File: config.mk
export PLATFORM = sky130hd
export DESIGN_NAME = ssp_core
export DESIGN_NICKNAME = d
export VERILOG_FILES = /design/src/shared/ssp_pkg.sv /design/src/rtl/ssp_clk_div.sv /design/src/rtl/ssp_core.sv /design/src/rtl/ssp_fifo.sv
export VERILOG_INCLUDE_DIRS = /design/src /design/src/shared
export SDC_FILE = /design/constraint.sdc
export NUM_CORES = 1
export LEC_CHECK = 0
export ABC_AREA = 1
export BUFFER_PORTS_ARGS = -buffer_cell sky130_fd_sc_hd__buf_4
export CAP_MARGIN = 0
export CORE_UTILIZATION = 45
export DETAILED_ROUTE_END_ITERATION = 8
export SLEW_MARGIN = 20
export SYNTH_ARGS = -nofsm -noshare
export SYNTH_HDL_FRONTEND = slang
export SYNTH_SLANG_ARGS = --single-unit
export TNS_END_PERCENT = 50
File: constraint.sdc
create_clock -name clk -period 3.74 [get_ports clk]
set_input_delay 0.374 -clock clk [delete_from_list [all_inputs] [get_ports clk]]
set_output_delay 0.374 -clock clk [all_outputs]
set_load 0.005 [all_outputs]
File: src/shared/ssp_regs.svh
// Constants of the synchronous serial port: widths, depths, status bit positions, counts.
// Assumes inclusion by the package and the design files; holds definitions only.
`ifndef SSP_REGS_SVH
`define SSP_REGS_SVH

// Data path
`define SSP_DATA_W 16
`define SSP_FIFO_DEPTH 8
`define SSP_FIFO_AW 3
`define SSP_HALF_FULL 4'h4

// Clock generation
`define SSP_PRESCALE_MIN 8'h02

// Control-word format: control bits sent, then wait bits before the answer
`define SSP_MW_CTRL_BITS 5'h08
`define SSP_MW_WAIT_BITS 5'h01

// Receive timeout, in half serial-clock periods of idle line
`define SSP_TIMEOUT_HALVES 7'h40

// Status bit positions
`define SSP_ST_TXSVC 0
`define SSP_ST_RXSVC 1
`define SSP_ST_TIMEOUT 2
`define SSP_ST_OVERRUN 3
`define SSP_STATUS_W 4
`define SSP_STATUS_RESET 4'h0

`endif

File: src/shared/ssp_pkg.sv
// Types of the synchronous serial port: formats, engine states, configuration and pin bundles.
// Assumes the constants header is on the include path.
`include "ssp_regs.svh"

package ssp_pkg;

    // Frame formats
    typedef enum logic [1:0] {
        SSP_FMT_SPI,
        SSP_FMT_PULSE,
        SSP_FMT_CTRLWORD
    } sspFormat_t;

    // Serial engine states
    typedef enum logic [1:0] {
        ENG_IDLE,
        ENG_SETUP,
        ENG_SHIFT,
        ENG_DONE
    } sspEngState_t;

    // Static configuration, held by software while a frame runs
    typedef struct packed {
        logic enable;
        logic slaveMode;
        sspFormat_t format;
        logic [3:0] sizeMinusOne;
        logic clockPolarity;
        logic clockPhase;
        logic [7:0] prescaleDivisor;
        logic [7:0] clockRateField;
    } sspConfig_t;

    // Pin levels seen by the block
    typedef struct packed {
        logic sclkIn;
        logic frameIn;
        logic dataIn;
    } sspPinIn_t;

    // Pin levels and enables driven by the block
    typedef struct packed {
        logic sclkOut;
        logic sclkOe;
        logic frameOut;
        logic frameOe;
        logic dataOut;
        logic dataOe;
    } sspPinOut_t;

endpackage : ssp_pkg

File: src/rtl/ssp_clk_div.sv
// Serial clock divider: prescaler then rate divider, giving one pulse per half serial period.
// Assumes restart is pulsed at frame start so the first half period is whole.
`timescale 1ns/1ns
`default_nettype none
`include "ssp_regs.svh"

module ssp_clk_div (
    // Clock and reset
    input wire logic clk,
    input wire logic arst_n,
    // Control
    input wire logic restart,
    input wire logic [7:0] prescaleDivisor,
    input wire logic [7:0] clockRateField,
    // Half-period enable
    output logic halfTick
);
    logic [6:0] preCnt_q, preCnt_d, preHalf;
    logic [7:0] rateCnt_q, rateCnt_d;
    logic halfTick_q, halfTick_d;
    logic preEnd, rateEnd;

    // Odd divisors lose bit 0 and small ones clamp, keeping the prescale even
    always_comb begin
        preHalf = (prescaleDivisor < `SSP_PRESCALE_MIN) ? 7'h01 : prescaleDivisor[7:1];
        preEnd = preCnt_q == preHalf - 7'h01;
        rateEnd = rateCnt_q == clockRateField;
        preCnt_d = preEnd ? 7'h00 : preCnt_q + 7'h01;
        rateCnt_d = rateCnt_q;
        if (preEnd) begin
            rateCnt_d = rateEnd ? 8'h00 : rateCnt_q + 8'h01;
        end
        halfTick_d = preEnd && rateEnd;
        if (restart) begin
            preCnt_d = 7'h00;
            rateCnt_d = 8'h00;
            halfTick_d = 1'b0;
        end
    end

    always_ff @(posedge clk or negedge arst_n) begin
        if (!arst_n) begin
            preCnt_q <= 7'h00;
            rateCnt_q <= 8'h00;
            halfTick_q <= 1'b0;
        end else begin
            preCnt_q <= preCnt_d;
            rateCnt_q <= rateCnt_d;
            halfTick_q <= halfTick_d;
        end
    end

    assign halfTick = halfTick_q;

endmodule : ssp_clk_div

`default_nettype wire

File: src/rtl/ssp_core.sv
// Synchronous serial port core: FIFOs, clock divider, master/slave serial engine, status.
// Assumes pin inputs are already synchronous to clk and configuration is static during frames.
//
// Summary of operation
// - Prescale divisor even, from 2 to 254.
// - Rate divider is one plus rate field.
// - Master to half, slave to twelfth clock.
// - Eight-deep sixteen-bit transmit queue, pushed per write.
// - Eight-deep sixteen-bit receive queue, popped per read.
// - Serial input shifted before parallel queue load.
// - Four interrupt sources ORed into one line.
// - Mask bit one enables; raw and masked visible.
// - Four to sixteen bits, MSB first.
// - Clock idles inactive; toggles only during words and the pulse-format frame pulse.
// - Timeout when idle with unread receive data.
// - Frame low throughout SPI and control-word frames.
// - Pulse format: frame pulse, drive rise, sample fall.
// - Control word eight bits, wait, then answer.
// - Pulse format idle: clock, frame low, data released.
// - Pulse format loads word with the frame pulse.
// - Pulse format master pushes word at next rising edge.
// - SPI idle clock level follows polarity bit.
// - Phase zero captures first edge, one second.
// - Mode zero idle levels; clock driven only as master.
// - Mode zero: frame low, data, then rising clock.
// - Frame high after last capture; pulses between words.
`timescale 1ns/1ns
`default_nettype none
`include "ssp_regs.svh"

module ssp_core (
    // Clock and reset
    input wire logic clk,
    input wire logic arst_n,
    // Configuration and status control
    input wire ssp_pkg::sspConfig_t cfg,
    input wire logic [`SSP_STATUS_W-1:0] intMask,
    input wire logic [1:0] statusClear,
    // Transmit words from software
    input wire logic txWrite,
    input wire logic [`SSP_DATA_W-1:0] txData,
    output logic txReady,
    // Receive words to software
    input wire logic rxRead,
    output logic rxAvail,
    output logic [`SSP_DATA_W-1:0] rxData,
    output logic rxDataValid,
    // Status and interrupt
    output logic [`SSP_STATUS_W-1:0] rawStatus,
    output logic [`SSP_STATUS_W-1:0] maskedStatus,
    output logic intRequest,
    // Serial pins
    input wire ssp_pkg::sspPinIn_t pinIn,
    output var ssp_pkg::sspPinOut_t pinOut
);
    import ssp_pkg::*;

    logic txHeadValid, txPop, rxPush, rxInReady, rxPop, halfTick, divRestart;
    logic [`SSP_DATA_W-1:0] txHead, rxHead;
    logic [`SSP_FIFO_AW:0] txCount, rxCount;
    sspEngState_t state_q, state_d;
    logic [15:0] txShift_q, txShift_d, rxShift_q, rxShift_d;
    logic [4:0] bitCnt_q, bitCnt_d;
    logic half_q, half_d, firstChange_q, firstChange_d;
    logic sclkPrev_q, framePrev_q;
    sspPinOut_t pins_q, pins_d;
    logic master, idleLvl, sampleTrail, pinEdge, pinLead, evt, lead, startMaster, startSlave;
    logic [6:0] idleCnt_q, idleCnt_d;
    logic timeout_q, timeout_d, overrun_q, overrun_d;
    logic [`SSP_STATUS_W-1:0] raw_q, raw_d, masked_q, masked_d;
    logic irq_q, irq_d, rxDataValid_q, rxDataValid_d;
    logic [`SSP_DATA_W-1:0] rxData_q, rxData_d;

    // Bits in one frame; the master's control-word frame adds the control byte and wait bit
    function automatic logic [4:0] frameBits(input sspConfig_t c);
        logic [4:0] n;
        n = {1'b0, c.sizeMinusOne} + 5'h01;
        if (c.format == SSP_FMT_CTRLWORD && !c.slaveMode) begin
            n = n + `SSP_MW_CTRL_BITS + `SSP_MW_WAIT_BITS;
        end
        frameBits = n;
    endfunction : frameBits

    // Left-align a word so that bit 15 of the shifter is always the next bit out
    function automatic logic [15:0] alignTx(input sspConfig_t c, input logic [15:0] w);
        if (c.format == SSP_FMT_CTRLWORD && !c.slaveMode) begin
            alignTx = {w[7:0], 8'h00};
        end else begin
            alignTx = w << (4'hF - c.sizeMinusOne);
        end
    endfunction : alignTx

    // Transmit queue, software fills, engine drains
    ssp_fifo #(.WIDTH(`SSP_DATA_W), .DEPTH(`SSP_FIFO_DEPTH), .AW(`SSP_FIFO_AW)) txFifo (
        .clk(clk),
        .arst_n(arst_n),
        .inValid(txWrite),
        .inData(txData),
        .inReady(txReady),
        .outValid(txHeadValid),
        .outData(txHead),
        .outReady(txPop),
        .count(txCount)
    );

    // Receive queue, engine fills, software drains
    ssp_fifo #(.WIDTH(`SSP_DATA_W), .DEPTH(`SSP_FIFO_DEPTH), .AW(`SSP_FIFO_AW)) rxFifo (
        .clk(clk),
        .arst_n(arst_n),
        .inValid(rxPush),
        .inData(rxShift_q),
        .inReady(rxInReady),
        .outValid(rxAvail),
        .outData(rxHead),
        .outReady(rxRead),
        .count(rxCount)
    );

    // Half-period enable for the master clock and the idle timeout
    ssp_clk_div clkDiv (
        .clk(clk),
        .arst_n(arst_n),
        .restart(divRestart),
        .prescaleDivisor(cfg.prescaleDivisor),
        .clockRateField(cfg.clockRateField),
        .halfTick(halfTick)
    );

    // Edge classification; a slave sees each pin edge as one change in the sampled level
    always_comb begin
        master = !cfg.slaveMode;
        idleLvl = (cfg.format == SSP_FMT_SPI) && cfg.clockPolarity;
        sampleTrail = (cfg.format == SSP_FMT_PULSE) || (cfg.format == SSP_FMT_SPI && cfg.clockPhase);
        pinEdge = pinIn.sclkIn != sclkPrev_q;
        pinLead = pinEdge && (pinIn.sclkIn != idleLvl);
        evt = master ? halfTick : pinEdge;
        lead = master ? !half_q : pinLead;
        startMaster = cfg.enable && master && txHeadValid;
        startSlave = cfg.enable && !master && ((cfg.format != SSP_FMT_PULSE && framePrev_q && !pinIn.frameIn)
            || (cfg.format == SSP_FMT_PULSE && pinIn.frameIn && pinEdge && !pinLead));
    end

    // Serial engine next state
    always_comb begin
        state_d = state_q;
        txShift_d = txShift_q;
        rxShift_d = rxShift_q;
        bitCnt_d = bitCnt_q;
        half_d = half_q;
        firstChange_d = firstChange_q;
        pins_d = pins_q;
        txPop = 1'b0;
        rxPush = 1'b0;
        divRestart = 1'b0;
        case (state_q)
            ENG_IDLE: begin
                // Idle levels; clock pad driven only by a master
                pins_d.sclkOut = master ? idleLvl : 1'b0;
                pins_d.sclkOe = master && cfg.enable;
                pins_d.frameOut = cfg.format != SSP_FMT_PULSE;
                pins_d.frameOe = master && cfg.enable;
                pins_d.dataOe = master && cfg.enable && cfg.format != SSP_FMT_PULSE;
                if (startMaster || startSlave) begin
                    txPop = txHeadValid;
                    txShift_d = txHeadValid ? alignTx(cfg, txHead) : 16'h0000;
                    rxShift_d = 16'h0000;
                    bitCnt_d = 5'h00;
                    half_d = 1'b0;
                    firstChange_d = sampleTrail;
                    pins_d.dataOe = 1'b1;
                    divRestart = 1'b1;
                    if (master) begin
                        pins_d.frameOut = cfg.format == SSP_FMT_PULSE;
                        state_d = ENG_SETUP;
                    end else begin
                        state_d = ENG_SHIFT;
                    end
                end
            end
            ENG_SETUP: begin
                // Pulse format spends a whole clock with frame high; others half a period
                if (halfTick) begin
                    if (cfg.format == SSP_FMT_PULSE && !half_q) begin
                        pins_d.sclkOut = 1'b1;
                        half_d = 1'b1;
                    end else begin
                        pins_d.sclkOut = idleLvl;
                        pins_d.frameOut = cfg.format == SSP_FMT_PULSE ? 1'b0 : pins_q.frameOut;
                        half_d = 1'b0;
                        state_d = ENG_SHIFT;
                    end
                end
            end
            ENG_SHIFT: begin
                if (!master && cfg.format != SSP_FMT_PULSE && pinIn.frameIn) begin
                    // Select withdrawn mid-word: drop the partial word
                    pins_d.dataOe = 1'b0;
                    state_d = ENG_IDLE;
                end else if (evt) begin
                    if (master) begin
                        pins_d.sclkOut = lead ? !idleLvl : idleLvl;
                    end
                    half_d = !half_q;
                    if (lead != sampleTrail) begin
                        // Capture edge; control-word master ignores input until the answer
                        if (!master || cfg.format != SSP_FMT_CTRLWORD || bitCnt_q > `SSP_MW_CTRL_BITS) begin
                            rxShift_d = {rxShift_q[14:0], pinIn.dataIn};
                        end
                    end else if (firstChange_q) begin
                        firstChange_d = 1'b0;
                    end else begin
                        txShift_d = {txShift_q[14:0], 1'b0};
                    end
                    if (!lead) begin
                        bitCnt_d = bitCnt_q + 5'h01;
                        if (bitCnt_q == frameBits(cfg) - 5'h01) begin
                            half_d = 1'b0;
                            state_d = ENG_DONE;
                        end
                    end
                end
            end
            ENG_DONE: begin
                if (!master) begin
                    rxPush = 1'b1;
                    pins_d.dataOe = 1'b0;
                    state_d = ENG_IDLE;
                end else if (halfTick) begin
                    if (!half_q) begin
                        // Half a period after the last edge, i.e. where the next leading edge would be
                        rxPush = 1'b1;
                        half_d = 1'b1;
                    end else if (cfg.format == SSP_FMT_SPI && cfg.clockPhase && cfg.enable && txHeadValid) begin
                        // Phase one keeps frame low across back-to-back words
                        txPop = 1'b1;
                        txShift_d = alignTx(cfg, txHead);
                        rxShift_d = 16'h0000;
                        bitCnt_d = 5'h00;
                        half_d = 1'b0;
                        firstChange_d = 1'b1;
                        state_d = ENG_SHIFT;
                    end else begin
                        pins_d.frameOut = cfg.format != SSP_FMT_PULSE;
                        state_d = ENG_IDLE;
                    end
                end
            end
            default: begin
                state_d = ENG_IDLE;
            end
        endcase
        pins_d.dataOut = (state_d == ENG_IDLE) ? 1'b0 : txShift_d[15];
    end

    always_ff @(posedge clk or negedge arst_n) begin
        if (!arst_n) begin
            state_q <= ENG_IDLE;
            txShift_q <= 16'h0000;
            rxShift_q <= 16'h0000;
            bitCnt_q <= 5'h00;
            half_q <= 1'b0;
            firstChange_q <= 1'b0;
            sclkPrev_q <= 1'b0;
            framePrev_q <= 1'b1;
            pins_q <= '{sclkOut: 1'b0, sclkOe: 1'b0, frameOut: 1'b1, frameOe: 1'b0, dataOut: 1'b0, dataOe: 1'b0};
        end else begin
            state_q <= state_d;
            txShift_q <= txShift_d;
            rxShift_q <= rxShift_d;
            bitCnt_q <= bitCnt_d;
            half_q <= half_d;
            firstChange_q <= firstChange_d;
            sclkPrev_q <= pinIn.sclkIn;
            framePrev_q <= pinIn.frameIn;
            pins_q <= pins_d;
        end
    end

    // Timeout, sticky flags, status and read data; a set always beats a same-cycle clear
    always_comb begin
        idleCnt_d = idleCnt_q;
        if (rxCount == '0 || state_q != ENG_IDLE) begin
            idleCnt_d = 7'h00;
        end else if (halfTick && idleCnt_q != `SSP_TIMEOUT_HALVES) begin
            idleCnt_d = idleCnt_q + 7'h01;
        end
        timeout_d = (idleCnt_d == `SSP_TIMEOUT_HALVES && idleCnt_q != `SSP_TIMEOUT_HALVES)
            || (timeout_q && !statusClear[0]);
        overrun_d = (rxPush && !rxInReady) || (overrun_q && !statusClear[1]);
        raw_d = '0;
        raw_d[`SSP_ST_TXSVC] = txCount <= `SSP_HALF_FULL;
        raw_d[`SSP_ST_RXSVC] = rxCount >= `SSP_HALF_FULL;
        raw_d[`SSP_ST_TIMEOUT] = timeout_d;
        raw_d[`SSP_ST_OVERRUN] = overrun_d;
        masked_d = raw_d & intMask;
        irq_d = |masked_d;
        rxPop = rxRead && rxAvail;
        rxData_d = rxPop ? rxHead : rxData_q;
        rxDataValid_d = rxPop;
    end

    always_ff @(posedge clk or negedge arst_n) begin
        if (!arst_n) begin
            idleCnt_q <= 7'h00;
            timeout_q <= 1'b0;
            overrun_q <= 1'b0;
            raw_q <= `SSP_STATUS_RESET;
            masked_q <= `SSP_STATUS_RESET;
            irq_q <= 1'b0;
            rxData_q <= '0;
            rxDataValid_q <= 1'b0;
        end else begin
            idleCnt_q <= idleCnt_d;
            timeout_q <= timeout_d;
            overrun_q <= overrun_d;
            raw_q <= raw_d;
            masked_q <= masked_d;
            irq_q <= irq_d;
            rxData_q <= rxData_d;
            rxDataValid_q <= rxDataValid_d;
        end
    end

    assign pinOut = pins_q;
    assign rawStatus = raw_q;
    assign maskedStatus = masked_q;
    assign intRequest = irq_q;
    assign rxData = rxData_q;
    assign rxDataValid = rxDataValid_q;
endmodule : ssp_core

`default_nettype wire

File: src/rtl/ssp_fifo.sv
// Word FIFO with valid/ready on both sides and registered full and empty.
// Assumes DEPTH is a power of two equal to 2**AW.
`timescale 1ns/1ns
`default_nettype none

module ssp_fifo #(
    parameter int WIDTH = 16,
    parameter int DEPTH = 8,
    parameter int AW = 3
) (
    // Clock and reset
    input wire logic clk,
    input wire logic arst_n,
    // Filling side
    input wire logic inValid,
    input wire logic [WIDTH-1:0] inData,
    output logic inReady,
    // Draining side
    output logic outValid,
    output logic [WIDTH-1:0] outData,
    input wire logic outReady,
    // Fill level
    output logic [AW:0] count
);
    logic [WIDTH-1:0] mem [DEPTH];
    logic [AW-1:0] wr_q, wr_d, rd_q, rd_d;
    logic [AW:0] cnt_q, cnt_d;
    logic inReady_q, inReady_d, outValid_q, outValid_d;
    logic push, pop;

    // Pointer and level update; flags come from the next level so they never lag
    always_comb begin
        push = inValid && inReady_q;
        pop = outReady && outValid_q;
        wr_d = push ? wr_q + 1'b1 : wr_q;
        rd_d = pop ? rd_q + 1'b1 : rd_q;
        cnt_d = cnt_q + {{AW{1'b0}}, push} - {{AW{1'b0}}, pop};
        inReady_d = cnt_d < (AW+1)'(DEPTH);
        outValid_d = cnt_d != '0;
    end

    always_ff @(posedge clk or negedge arst_n) begin
        if (!arst_n) begin
            wr_q <= '0;
            rd_q <= '0;
            cnt_q <= '0;
            inReady_q <= 1'b1;
            outValid_q <= 1'b0;
        end else begin
            wr_q <= wr_d;
            rd_q <= rd_d;
            cnt_q <= cnt_d;
            inReady_q <= inReady_d;
            outValid_q <= outValid_d;
        end
    end

    // Storage has no reset; empty entries are never shown
    always_ff @(posedge clk) begin
        if (push) begin
            mem[wr_q] <= inData;
        end
    end

    assign inReady = inReady_q;
    assign outValid = outValid_q;
    assign outData = mem[rd_q];
    assign count = cnt_q;

endmodule : ssp_fifo

`default_nettype wire

### Word level (Yosys, flattened, before mapping)

Memories as Yosys holds them, arrays and structs flattened. A register that Yosys moved wholly into a read port is not among the register bits.
Index checks and enable logic that the tools add are counted.

| storage, ports and cells | value |
|---|---|
| memories kept | 2 |
| output and inout bits | 34 |
| bits in registers | 107 |
| logic and storage cells | 282 |
| bits of input ports | 55 |
| RAM bits | 256 |

Memories:

| memory | words | width | read ports | clocked after Yosys merged registers in | write ports | RTL line | RTL |
|---|---|---|---|---|---|---|---|
| rxFifo.mem | 8 | 16 | 1 | 1 | 1 | ssp_fifo.sv:25 | `logic [WIDTH-1:0] mem [DEPTH];` |
| txFifo.mem | 8 | 16 | 1 | 0 | 1 | ssp_fifo.sv:25 |  |

| cells by class | value |
|---|---|
| magnitude comparators | 6 |
| reduce and logical (&&, ||, !) cells | 66 |
| shift operators | 1 |
| add/subtract/negate cells | 18 |
| equality and inequality tests | 34 |
| bitwise logic cells | 1 |
| mux-type cells | 120 |

Operators by type and width:

| cell | count |
|---|---|
| $mux 16 | 20 |
| $pmux 16 s3 | 2 |
| $mux 5 | 13 |
| $mux 1 | 57 |
| $ne 2x2->1 const B | 18 |
| $mux 7 | 5 |
| $logic_and 1x1->1 | 29 |
| $mux 2 | 12 |
| $mux 8 | 3 |
| $reduce_and 10->1 | 2 |
| $reduce_and 9->1 | 2 |
| $shl 16x4->16 | 1 |
| $pmux 5 s3 | 1 |
| $add 7x1->7 const B | 2 |
| $add 3x1->3 const B | 4 |
| $pmux 1 s3 | 4 |
| $add 5x1->5 const B | 2 |
| $logic_not 1->1 | 9 |
| $reduce_bool 3->1 | 3 |
| $add 4x1->4 | 2 |
| $add 8x1->8 const B | 1 |
| $eq 8x8->1 | 1 |
| $logic_or 1x1->1 | 8 |
| $lt 4x4->1 const B | 2 |
| 31 further kinds | 43 |

### Logic depth before layout (Yosys ltp)

Gate-level depths: netlist (run 1).

| logic depth | value |
|---|---|
| word-level depth | 18 |
| gate-level depth with buffers | 22 |
| gate-level depth less buffers | 20 |

### Cells and area by module

From an unflattened synthesis (run 1), not the netlist that was laid out.

| unflattened totals | value |
|---|---|
| cells, all modules | 2145 |
| area total of the unflattened synthesis | 18940.7 µm² |

By module, submodules not included:

| module | times used | cells each | sequential area each (µm²) | area each (µm²) |
|---|---|---|---|---|
| ssp_fifo at txFifo | 1 | 627 | 4145.2 | 6277.3 |
| ssp_fifo at rxFifo | 1 | 627 | 4145.2 | 6259.8 |
| ssp_core | 1 | 712 | 2029.4 | 5088.6 |
| ssp_clk_div | 1 | 179 | 400.4 | 1315.0 |

### Least setup slack after synthesis (run 1)

No wires, ideal clock.

| path | value |
|---|---|
| kind | input -> register |
| from | input cfg[18] in the netlist's numbering |
| to | register pins_q, in the netlist pinOut[1] |
| buffers on the path | 2 |
| library setup time | 0.071 ns |
| data arrival time | 2.643 ns |
| setup slack | 1.026 ns |
| stages | 20 |
| cells stage by stage | buf_2 > clkinv_1 > clkbuf_1 > ha_1 > nor2_1 > inv_1 > nand2_1 > nand2_1 > nand2_1 > ha_1 > xnor2_1 > nor2_1 > nand3_1 > nor2_1 > nand3_1 > nand2_1 > nand2_1 > nand2_1 > nor2_1 > nor2_1 |

RTL lines:

| item | RTL line | RTL |
|---|---|---|
| start, declared | ssp_core.sv:36 | `input wire ssp_pkg::sspConfig_t cfg,` |
| end signal, assigned | ssp_core.sv:265 | `pins_q <= '{sclkOut: 1'b0, sclkOe: 1'b0, frameOut: 1'b1, frameOe: 1'b0, dataOut: 1'b0, dataOe: 1'b0};` |
| end signal, assigned | ssp_core.sv:275 | `pins_q <= pins_d;` |
| end, declared | ssp_core.sv:66 | `sspPinOut_t pins_q, pins_d;` |

### Final worst setup path (run 1)

| path | value |
|---|---|
| from | input pinIn[2] in the netlist's numbering |
| to | register txFifo.outValid_q, in the netlist txFifo.outValid |

| on the way | value |
|---|---|
| longest elaborated chain between the ends | 12 |
| elaborated cells between the ends (all ways) | 14 |

RTL lines:

| item | RTL line | RTL |
|---|---|---|
| start, declared | ssp_core.sv:53 | `input wire ssp_pkg::sspPinIn_t pinIn,` |
| $ne 1x1->1 (on tied branches) | ssp_core.sv:134, ssp_core.sv:135 |  |
| $logic_and 1x1->1 | ssp_core.sv:135 | `pinLead = pinEdge && (pinIn.sclkIn != idleLvl);` |
| $logic_not 1->1 | ssp_core.sv:140 | `\|\| (cfg.format == SSP_FMT_PULSE && pinIn.frameIn && pinEdge && !pinLead));` |
| $logic_and 1x1->1 * | ssp_core.sv:140 |  |
| $logic_or 1x1->1 * | ssp_core.sv:140 |  |
| $logic_and 1x1->1 * | ssp_core.sv:139 | `startSlave = cfg.enable && !master && ((cfg.format != SSP_FMT_PULSE && framePrev_q && !pinIn.frameIn)` |
| $logic_or 1x1->1 * | ssp_core.sv:163 | `if (startMaster \|\| startSlave) begin` |
| $mux 1 * | ssp_core.sv:163 |  |
| $pmux 1 s2 * | ssp_core.sv:155 | `case (state_q)` |
| $logic_and 1x1->1 * | ssp_fifo.sv:34 | `pop = outReady && outValid_q;` |
| named net txFifo.pop | ssp_fifo.sv:29 | `logic push, pop;` |
| $sub 4x1->4 * | ssp_fifo.sv:37 | `cnt_d = cnt_q + {{AW{1'b0}}, push} - {{AW{1'b0}}, pop};` |
| named net txFifo.cnt_d[1] | ssp_fifo.sv:27 | `logic [AW:0] cnt_q, cnt_d;` |
| $reduce_bool 4->1 * | ssp_fifo.sv:39 | `outValid_d = cnt_d != '0;` |
| named net txFifo.outValid_d | ssp_fifo.sv:28 | `logic inReady_q, inReady_d, outValid_q, outValid_d;` |
| end signal, assigned | ssp_fifo.sv:54 | `outValid_q <= outValid_d;` |
| end, declared | ssp_fifo.sv:28 |  |

The timed path passes the listed nets; every way through them passes the cells marked *.
A chain may end at the register's enable or synchronous reset.

==> run summary, run 1 <==
The total power of the final layout came out at roughly 15 mW. The die extent in y is approximately 200 um. The area overhead of the layout relative to synthesis came out at 15.7%. The most common cell in the synthesized netlist is nand2_1. In this run the worst path has a maximum fanout of 5. The detailed-route DRC error count came out at 0. The clock-pin transition on the worst setup and hold timing paths is roughly 0.06 ns. During I/O placement, the number of pins put on the boundary was 89. CTS placed an instance of clkbuf_16 at the clock tree root. The start point of the critical path is pinIn[2].

VDD sags by at most around 0.38 mV. The cell area that synthesis handed to floorplanning was 0.0175 mm^2. The hold path endpoint is maskedStatus[0]$_DFF_PN0_. In the synthesized netlist the async set-or-reset flop fraction comes to about a third.

Setup total negative slack on the finished layout was measured at 0 ns. The detailed-placement wirelength estimate came out at 26100 um. The max capacitance violation total is 0. The arrival time at the worst endpoint came out at ~3.5 ns.

Measured along the x axis, the die boundary spans roughly 200 um. The standard cell core area is roughly 0.038 mm^2. The total clock buffers created by CTS is ~40. The insertion delay to the later sink of the worst-skew pair is 0.58 ns. In the routed layout, each cell is associated on average with a via count of about 5.2. After synthesis, the largest area contributor takes up 43.9% of total cell area.

The global route total overflow is 0. The routed length per placed instance is between 15 and 20 um. The number of cells traversed by the worst register-to-register path is 16.

Sorting the synthesized cells by how often they occur yields nand2_1 (325), edfxtp_1 (256), nand3_1 (186). For the pin with the worst max-slew slack, the measured transition is 0.857 ns. The initial DRC count is 863. The final hold violation count is 0. The synthesized netlist net count came out at 1816.

In the post-synthesis netlist, the biggest area contributors are edfxtp_1 (44%), dfrtp_1 (17%), nand2_1 (7.0%). The count of pins over their slew limit is 0. The maximum number of pins on one net before global-route repair is 83. The initial core utilization came out at between 40% and 50%. In the finished design, the share of the clock period the worst path needs comes to approximately four fifths. After clock tree synthesis, the repair step resized 0 gates. The clock tree from TritonCTS is done. Row generation in the floorplan step produced 71 rows. In this run the tool buffered the top-level ports with slightly below 90 buffer cells. The count of buffers added by post-CTS timing repair for setup came out at 0. The tightest slew margin relative to the limit is a little over two fifths. The cell count after synthesis is around 1700. For this run, the detailed router's first-pass iteration total came to 5.

The register area share after synthesis came out at roughly 61%. The most frequently used flop master after synthesis is edfxtp_1. The worst clock skew is between 0.015 and 0.02 ns.

The worst hold path begins at intMask[0]. For the finished layout, the period the worst path requires is between 3 and 4 ns. The total of endpoints with negative setup slack in the final report came out at 0. The total of flip-flops plus latches after synthesis came out at approximately 380.

The number of standard cells in the final layout excluding fillers is 2375. The routed wire length is just over 40000 um. In this run the critical register-to-register path is launched from txFifo.outValid$_DFF_PN0_. The number of placed instances with taps included is 2295.

The initial antenna violation count came to 0. The antenna diode count came out at 0. The congestion estimate from routability-driven global placement came to approximately 0.9. The maximum buffer depth of the clock tree is 3. The critical path is of the in -> reg type.

The setup check on the worst reg-to-reg path leaves a slack of roughly 0.74 ns. At the end of the flow, the number of nets in the layout was slightly below 2000. The power density over the cells is 718 mW/mm^2. The number of nets with antenna violations after detailed routing came out at 0. The final-layout fill cell count is 3399. Of the cells placed in the final design, the portion with a size suffix greater than 1 is about an eighth. The aggregate global-route resource usage came out at between 20% and 30%. The number of different library cells in the post-synthesis netlist is 50. Setup repair after global routing left no endpoint under its margin. The number of cells traversed by the worst hold path is 3. After synthesis, the mean cell area works out to around 10 um^2.

The library cell with the largest summed area after synthesis is edfxtp_1. The class of the tightest hold or removal check is in -> reg. The run finished with clean final reports. The total via count in the routed design is ~12000. STA classifies the critical path endpoint as a register. STA classifies the critical path startpoint as an input pin. The die covers approximately 0.040 mm^2. The global-route wire length before repair came out at approximately 65000 um. The highest clock frequency the design can meet is around 330 MHz. For the worst setup path, the data required time is about 4.2 ns. For this run, the number of Yosys warnings is 0. In this run the critical register-to-register path is captured at txFifo.outValid$_DFF_PN0_. The clock net in this run drives a total of between 300 and 400 sinks. CTS built an H-tree with a depth of 2. The number of enable flip-flop cells after synthesis came out at 256. The reported leakage power came out at around 8.6 nW. The via count of the first global-routing pass came out at 11864.
[how the worst max path moves through the flow]
stage / end / slack [ns] / cells after the start
6_report: txFifo.outValid$_DFF_PN0_ / 0.71 / 20
5_1_grt: txFifo.outValid$_DFF_PN0_ / 0.39 / 20
4_1_cts: txFifo.outValid$_DFF_PN0_ / 0.72 / 20
3_5_place_dp: txFifo.outValid$_DFF_PN0_ / 0.43 / 18
3_3_place_gp: txFifo.outValid$_DFF_PN0_ / 0.51 / 18
2_1_floorplan: pinOut[1]$_DFF_PN0_ / 1.03 / 20
[kinds of logic after synthesis]
kind of cell / after synthesis / synth area share [%]
xor+xnor: 40 / 2.00
buf+inv: 234 / 5.45
fa+ha+maj: 33 / 2.44
compound gates: 249 / 8.05
flops: 377 / 61.2
mux: 32 / 1.83
simple gates: 763 / 19.0
[cell usage in the layout, fill, tap and decap left out, types with 4 or more instances in the layout]
cell type and n:
nand3_1 186, nand4_1 17, edfxtp_1 256, a22oi_1 4, o21ai_0 122, or2_2 6
o211ai_1 41, clkbuf_1 7, mux2i_1 32, bufinv_16 7, clkbuf_16 42, a21oi_1 56
clkinv_2 6, nor3_1 12, inv_2 6, buf_4 125, dfrtp_1 115, ha_1 31
dlygate4sd3_1 7, dfstp_2 4, inv_1 153, nand2_2 10, a31oi_1 4, o22ai_1 8
clkinv_1 8, xnor2_1 13, o21ai_1 6, nor2_1 185, nand2_1 325, xor2_1 27
[metrics by stage]
| step | instance area (um^2) | setup slack, ns | util (%) | hold WS [ns] |
|---|---|---|---|---|
| after floorplan | 17500 | 1.03 | - | 0.0784 |
| after global placement | 18800 | 0.515 | 49.4 | 0.465 |
| after detailed placement | 18800 | 0.432 | 49.4 | 0.467 |
| after CTS | 20300 | 0.717 | 53.3 | 0.00101 |
| after global routing | 20300 | 0.386 | 53.3 | 0.0123 |
| final | 20300 | 0.707 | 53.3 | 0.0340 |
[sequential cells by signal (all words and copies together), names as in the netlist, 5 cells and up]
signal / flops
rxFifo.mem: 128
txFifo.mem: 128
rxData: 16
rxShift_q: 16
txShift_q: 16
clkDiv.rateCnt_q: 8
clkDiv.preCnt_q: 7
idleCnt_q: 7
bitCnt_q: 5
pinOut: 5
[cell type report]
type | instances | area (um^2) | share of cell area [%]
Clock inverter | 21 | 309 | 1.52
Inverter | 164 | 618 | 3.05
Clock buffer | 52 | 1120 | 5.52
Tap cell | 511 | 639 | 3.15
Timing Repair Buffer | 133 | 1020 | 5.03
Multi-Input combinational cell | 1117 | 5840 | 28.8
Sequential cell | 377 | 10700 | 52.9
[power breakdown]
part / total, mW / leakage (nW) / internal, mW / switching [mW]
Sequential: 5.52 / 3.95 / 5.04 / 0.474
Combinational: 4.74 / 3.99 / 1.65 / 3.09
Clock: 4.30 / 0.692 / 2.61 / 1.69
[metal layers]
metal	wire length [um]	part of all wire [%]	vias up	track usage [%]
li1	-	-	6114	-
met1	19000	46	5942	30.1
met5	0	0	-	0
met4	976	2.4	0	6.72
met2	18600	45	324	33.6
met3	2360	5.8	67	3.70
[critical path, stage by stage]
cell	delay [ns]
dlygate4sd3_1	0.53
buf_4	0.15
xnor2_1	0.26
nor2_1	0.07
nand2_1	0.06
nand2_1	0.05
nand2_2	0.10
nand2_2	0.10
nand3_2	0.12
nand2_2	0.10
nand2_1	0.16
inv_1	0.10
ha_1	0.27
inv_1	0.06
ha_1	0.16
inv_1	0.05
fa_1	0.47
inv_1	0.05
nor3_1	0.18
nand2_1	0.08
[timing repair]
| item | 4_1_cts | 5_1_grt |
|---|---|---|
| hold buffers | 7 | 0 |
| setup endpoints to repair | 0 | 0 |
| endpoints found under the hold margin | 86 | 0 |
(Power assumes the default switching activity.)
==> run 2: changes to the inputs <==
clock period = 3.1 ns   (was 3.74 ns; I/O delays follow)
==> run 2 against run 1 <==
Compared with the run above: register-to-register slack lost 0.45 ns; clock power rose by 14%; design area rose by 1.5%; flip-flop and latch count unchanged; die area did not move; hold slack gained 0.0070 ns; clock skew up 0.015 ns; combinational power increased by 27%; total power is 20% higher; critical path depth is the same; critical endpoint unchanged; largest power group unchanged.
==> run summary, run 2 (synthesis gave the netlist of run 1 again) <==
The flow ran to the end, and the final reports show no timing, DRC or antenna violations. The detailed-route DRC error count came out at 0. The final hold violation count is 0. The number of standard cells in the final layout excluding fillers is ~2400.

After filler insertion, the fill cell instance count of the layout stands at between 3000 and 4000. The data required time of the worst path is around 3.6 ns. The layer with the highest usage is met2. The initial antenna violation count is 1. The maximum fanout count along the critical path came out at 4.

Subtracting the final worst setup slack from the clock period gives 2.82 ns. The most common cell after layout, fill and taps aside is nand2_1. In the final layout, the registers with the most flip-flops are rxFifo.mem: 128 flops, txFifo.mem: 128 flops. On the critical path the largest part of the delay comes from simple AND/OR/NAND/NOR gates. The via count of the first global-routing pass is between 10000 and 15000.

Traced cell by cell, the critical path runs through dlygate4sd3_1, buf_4, xnor2_2, nor2_1, nand2_1, nand2_1, nand2_2, nand2_2, nand3_2, nand2_2, nand2_1, inv_2, ha_1, inv_1, ha_1, inv_1, fa_1, inv_1, nor3_1, nand2_1. For this run, the detailed router's first-pass iteration total came to 5. The most numerous cell type found on the critical path is nand2_1. The arrival time at the worst endpoint came out at 3.29 ns. The cell with the biggest individual delay on the critical path is dlygate4sd3_1. The fraction of met1 tracks used by global routing came out at about 31%. The insertion delay to the later sink of the worst-skew pair is approximately 0.58 ns. The worst path uses around nine tenths of the clock period.

The number of nets with antenna violations after detailed routing came out at 0. The reg-to-reg startpoint is txFifo.outValid$_DFF_PN0_. The source of the worst hold timing path is statusClear[0].

Summed over all layers, the global routing overflow is 0. For flop-to-flop paths, the worst setup slack is approximately 0.29 ns. The kind of critical path is in -> reg. The die outline area came out at 0.0397 mm^2. The actual transition at the worst max-transition pin came out at between 0.6 and 0.7 ns.

Of the cells placed in the final design, the portion with a size suffix greater than 1 is between 10% and 20%. The register area is 0.0107 mm^2. The total power of the final layout came out at around 17 mW.

The highest clock frequency the design can meet came out at ~350 MHz. The count of buffers added by post-CTS timing repair for setup came out at 0. The accumulated negative setup slack came out at 0 ns. In this run the tool buffered the top-level ports with slightly below 90 buffer cells. The met3 global-route usage came out at 3.49%.

The worst setup path is launched from an input pin. The worst register-to-register path ends at txFifo.outValid$_DFF_PN0_. The area of the multi-input gates is between 0.005 and 0.006 mm^2. Clock tree synthesis inserted a total of just over 40 buffers. The reported leakage power is between 8 and 9 nW. The peak ir drop on the vdd network came out at approximately 0.45 mV. The number of nets in the finished design came out at about 2000. The number of cells traversed by the worst register-to-register path came out at 16. The worst hold path terminates at rawStatus[2]$_DFF_PN0_. After floorplanning, the core was divided into 71 placement rows. In this run the deepest clock path goes through 3 buffers.

The met2 capacity usage during global routing came out at between 30% and 40%. The per-cell via count in the routed design came out at between 5 and 6. The max capacitance violation total came out at 0.

The total number of H-tree levels came out at 2. The standard cell core area is 0.0380 mm^2. The worst hold margin came out at roughly 0.041 ns. Setup repair after global routing left no endpoint under its margin. In this run the clock root is driven by a clkbuf_16. The worst clock skew is 0.0323 ns. In the final routed layout, each cell accounts on average for about 17 um. The maximum number of pins on one net before global-route repair is approximately 70.

TritonCTS built the clock tree. The initial DRC count came out at approximately 870. The global-route wire length before repair is roughly 66000 um. The worst path buffer plus inverter count is 6.

The count of pins over their slew limit is 0. The power density over the cells came out at about 850 mW/mm^2. The type of destination of the critical path is a register.

Global routing used around 22% of the available tracks. Summed over all layers, the routed wires come to 41700 um. Setup violations remaining at the end of the flow were counted as 0. The clock-pin transition on the worst setup and hold timing paths came out at 0.06 ns. The initial core utilization came out at between 40% and 50%. Leaving out fill and tap cells, the most frequent cells in the layout are nand2_1 (325), edfxtp_1 (256), nand3_1 (186).

For this design the top-level I/O count stands at 89. The detailed-placement wirelength estimate came out at 26600 um. The final weighted congestion in routability-driven placement is 0.894. The floorplan step set the die height to 199 um.

The worst hold path passes through 4 cells. The total via count in the routed design is between 10000 and 15000. From left edge to right edge, the die measures 199 um. The number of placed instances with taps included came out at 2312. Measured against its own limit, the worst slew margin works out to between 50 and 60%. The tightest min-delay check is of the in -> reg type. The largest stage delay on the critical path is around 0.53 ns.

The area growth from synthesis to layout is 17.5%. CTS saw approximately 380 sinks.
## run 2: changes by cell type in the layout (fill, tap and decap cells not counted), moves of 2 or more
cell	delta
bufinv_16	-4
clkbuf_1	+7
dlygate4sd3_1	+18
clkinvlp_4	-2
buf_4	+13
clkbuf_8	+4
buf_12	+4
clkinv_8	+2
## run 2: repair_timing
action	in CTS	in global routing
endpoints found under the hold margin	201	0
hold buffers	25	0
resized for setup	0	3
setup endpoints to repair	0	1
## run 2: final cells by class
| type | count | share of cell area [%] |
|---|---|---|
| Clock buffer | 62 | 5.71 |
| Antenna cell | 1 | 0.0122 |
| Clock inverter | 14 | 0.918 |
| Tap cell | 511 | 3.11 |
| Multi-Input combinational cell | 1117 | 28.4 |
| Inverter | 164 | 3.00 |
| Sequential cell | 377 | 52.1 |
| Timing Repair Buffer | 168 | 6.70 |
## run 2: layer usage
metal  wire length [um]  vias up  share of wire [%]
li1                   -     6198                  -
met1              19500     6077                 47
met2              19200      299                 46
met3               2170       69                5.2
met4                867        0                2.1
met5                  0        -                  0
## run 2: how the worst max path moves through the flow
| stage | start | endpoint | depth (start not counted) | slack [ns] |
|---|---|---|---|---|
| finish | pinIn[2] | txFifo.outValid$_DFF_PN0_ | 20 | 0.28 |
| global route | sclkPrev_q$_DFF_PN0_ | txFifo.outValid$_DFF_PN0_ | 18 | 0.01 |
| CTS | pinIn[2] | txFifo.outValid$_DFF_PN0_ | 20 | 0.16 |
| detailed placement | cfg[23] | txFifo.outValid$_DFF_PN0_ | 21 | 0.11 |
| global placement | cfg[23] | txFifo.outValid$_DFF_PN0_ | 20 | 0.13 |
| floorplan | cfg[18] | pinOut[1]$_DFF_PN0_ | 20 | 0.45 |
## run 2: tightest hold or removal path, stage by stage
cell and delay [ns]:
buf_4 0.07, inv_1 0.03, nand2_1 0.05, nand2_1 0.07
## run 2: through the flow
stage	utilization, %	area (um^2)	setup WS, ns
2_1_floorplan	-	17500	0.450
3_3_place_gp	49.8	18900	0.133
3_5_place_dp	49.8	18900	0.111
4_1_cts	54.1	20600	0.156
5_1_grt	54.1	20600	0.0104
6_report	54.1	20600	0.278
## run 2: where the power goes
group	switching [mW]	internal [mW]
sequential	0.473	6.09
clock	2.02	2.89
combinational	3.89	2.12
==> run 3: changes to the inputs <==
PLACE_DENSITY = 0.74   (was default)
==> run 3 against run 2 <==
Compared with the run above: count of clock-buffer cells in the layout is 9 lower; critical path type unchanged; first-iteration DRC count is 3.4% higher; via count is 0.58% higher; design area is 0.50% lower; non-clock buffer count is 7 lower; largest power group unchanged; clock power is 1% lower.
==> run summary, run 3 (synthesis gave the netlist of run 1 again) <==
The finished cells cover between 0.02 and 0.025 mm^2. The insertion delay to the later sink of the worst-skew pair came out at roughly 0.57 ns. For this run, the total global-route usage over all layers was measured as between 20% and 30%. The run finished with clean final reports. The arrival time at the worst endpoint came out at about 3.3 ns.

The worst path in the final design needs a cycle of between 2 and 3 ns, including I/O delays and setup. Once the clock tree was built, the setup fixing pass inserted 0 buffers. The maximum number of pins on one net before global-route repair came out at 66. The instance count on the critical path is 20. The data required time of the worst path is about 3.6 ns. The maximum fanout count along the critical path is 4.

The number of nets with antenna violations after detailed routing came out at 0. The tool flagged a number of max-cap violations equal to 0. The routed wire length is between 30000 and 40000 um. The die outline area came out at 0.0397 mm^2. The largest stage delay on the critical path is 0.53 ns. Setup repair after global routing left no endpoint under its margin. The per-cell via count in the routed design came out at ~5.3. The final clock period utilization by the worst path is between 90% and 100%. For this design the total switching power over the nets is around 6.2 mW.

The tightest slew margin relative to the limit is 48.5%. The initial core utilization came out at between 40% and 50%. The count of pins over their slew limit came out at 0.

The maximum buffer depth of the clock tree is 3. In this run, flip-flops and latches consume between 30% and 40% of the power. The reported leakage power is about 8.7 nW. In the layout the commonest cells are nand2_1 (325), edfxtp_1 (256), nand3_1 (186). The number of iterations in the first detailed-routing pass came out at 7. Internal power comes to roughly 11 mW. For this design, the sink count on the clock tree is ~380. The actual transition at the worst max-transition pin is around 0.77 ns. The highest clock frequency the design can meet is about 360 MHz.

The most common cell after layout, fill and taps aside is nand2_1. The count of buffers added on input and output ports is 87. In this run the core area contains 71 standard-cell rows. The critical path is of the in -> reg type. The worst register-to-register path has a depth of 14. The horizontal extent of the die is 199 um. The detailed-placement wirelength estimate came out at roughly 25000 um.

Counting instances, the worst hold path has a depth of 4. The worst-case IR drop observed on VDD is 0.487 mV. The antenna diode count is 0.

For this run, design rule violations remaining after detail routing come to 0. The post-layout utilization of the core came out at between 50% and 60%. The worst path buffer plus inverter count is 6. The signal on the critical path passes through dlygate4sd3_1, buf_4, xnor2_1, nor2_1, nand2_1, nand2_1, nand2_2, nand2_2, nand3_2, nand2_2, nand2_1, inv_1, ha_1, inv_1, ha_1, inv_1, fa_1, inv_1, nor3_1, nand2_1. The final weighted congestion in routability-driven placement is around 0.91. The combinational share of power came out at approximately a third. TritonCTS created 40 clock buffers. For this block, the initial DRC count from the detailed router was 894. The cell with the biggest individual delay on the critical path is dlygate4sd3_1.

The global route total overflow came out at 0. Once placement finished, the instance area stood at roughly 0.019 mm^2. The area overhead of the layout relative to synthesis came out at 16.9%.

The largest registers in the layout are rxFifo.mem: 128 flops, txFifo.mem: 128 flops. TritonCTS built the clock tree. The path class of the tightest hold or removal check is in -> reg. The via count of the first global-routing pass came to ~12000. The final layout contains ~1900 nets. The total power of the final layout is around 17 mW. The fraction of layout instances using a drive strength above 1 came out at between 10% and 20%. The standard cell core area is approximately 0.038 mm^2. In this run the vertical extent of the chip is 199 um. For flop-to-flop paths, the worst setup slack is approximately 0.32 ns. Setup violations remaining at the end of the flow were counted as 0.

For this design the ratio of total power to cell area is about 840 mW/mm^2. Of the total power, the clock network draws between 20 and 30%. The routed length per placed instance came out at around 16 um. The total number of H-tree levels came out at 2. The accumulated negative setup slack came out at 0 ns. The largest delay contributor family on the critical path is buffers and inverters.

The total via count in the routed design is approximately 13000. The share of total power consumed by net switching is between 30% and 40%. The first global-routing pass estimated 62800 um of wire. After clock tree synthesis, the clock-pin slew on the worst setup and hold paths is roughly 0.05 ns. The clock arrives with 0.0234 ns of skew. The initial antenna violation count is 0.

The total I/O pin count came out at 89. The cell chosen for the clock root is clkbuf_16. The final hold violation count is 0. The worst setup path is launched from an input pin.

The worst setup path is captured at a register.
## run 3: cell types whose count changed in the layout (fill, tap and decap cells not counted), moves of 2 or more
cell	delta
buf_12	-2
clkbuf_8	-6
clkinv_4	+2
bufinv_16	+2
inv_16	+2
buf_4	-6
clkinv_8	-2
clkbuf_1	-2
## run 3: through the flow
step / std cells / setup slack, ns / hold slack [ns]
after floorplan: 1728 / 0.450 / 0.0144
after global placement: 2304 / 0.103 / 0.331
after detailed placement: 2304 / 0.0821 / 0.337
after CTS: 2403 / 0.299 / 0.106
after global routing: 2403 / 0.0317 / 0.150
final: 2403 / 0.306 / 0.105
## run 3: repair_timing
| item | in CTS | in global routing |
|---|---|---|
| hold buffers | 26 | 0 |
| setup endpoints to repair | 0 | 0 |
| hold endpoints to repair | 198 | 0 |
| resized for setup | 0 | 0 |
## run 3: final cells by class
type | count | area [um^2]
clock buffer | 53 | 1060
clock inverter | 20 | 290
fill | 3250 | 17600
inverter | 164 | 618
multi-input combinational | 1117 | 5840
sequential | 377 | 10700
tap | 511 | 639
timing repair buffer | 161 | 1300
## run 3: worst paths after layout
kind | from | end
setup / recovery | pinIn[2] | txFifo.outValid$_DFF_PN0_
hold / removal | txWrite | txFifo.wr_q[0]$_DFFE_PN0P_
min in group asynchronous | arst_n | intRequest$_DFF_PN0_
hold reg to reg | rxData[14]$_DFFE_PN0P_ | rxData[14]$_DFFE_PN0P_
setup reg to reg | state_q[1]$_DFF_PN0_ | txFifo.outValid$_DFF_PN0_
max in group asynchronous | arst_n | rxFifo.inReady$_DFF_PN1_
## run 3: routing by layer
metal | global-route usage, % | wire [um]
met5 | 0 | 0
met4 | 6.58 | 796
met3 | 3.44 | 2670
met2 | 34.1 | 19000
met1 | 27.0 | 17200
## run 3: worst register-to-register path, stage by stage (launching register included)
cell and delay [ns]:
dfrtp_1 0.43, inv_1 0.16, ha_1 0.34, nand3_2 0.17, nand2_2 0.10, nand2_1 0.11, inv_1 0.11, ha_1 0.23
inv_1 0.06, ha_1 0.16, inv_1 0.05, fa_1 0.47, inv_1 0.06, nor3_1 0.17, nand2_1 0.07
## run 3: power groups by stage
stage | Combinational, mW | Sequential [mW] | Clock (mW)
2_1_floorplan | 4.13 | 6.48 | 0
3_3_place_gp | 5.68 | 6.61 | 0
3_5_place_dp | 5.81 | 6.65 | 0
4_1_cts | 5.88 | 6.55 | 4.96
5_1_grt | 6.57 | 6.63 | 5.14
6_report | 5.86 | 6.55 | 4.85
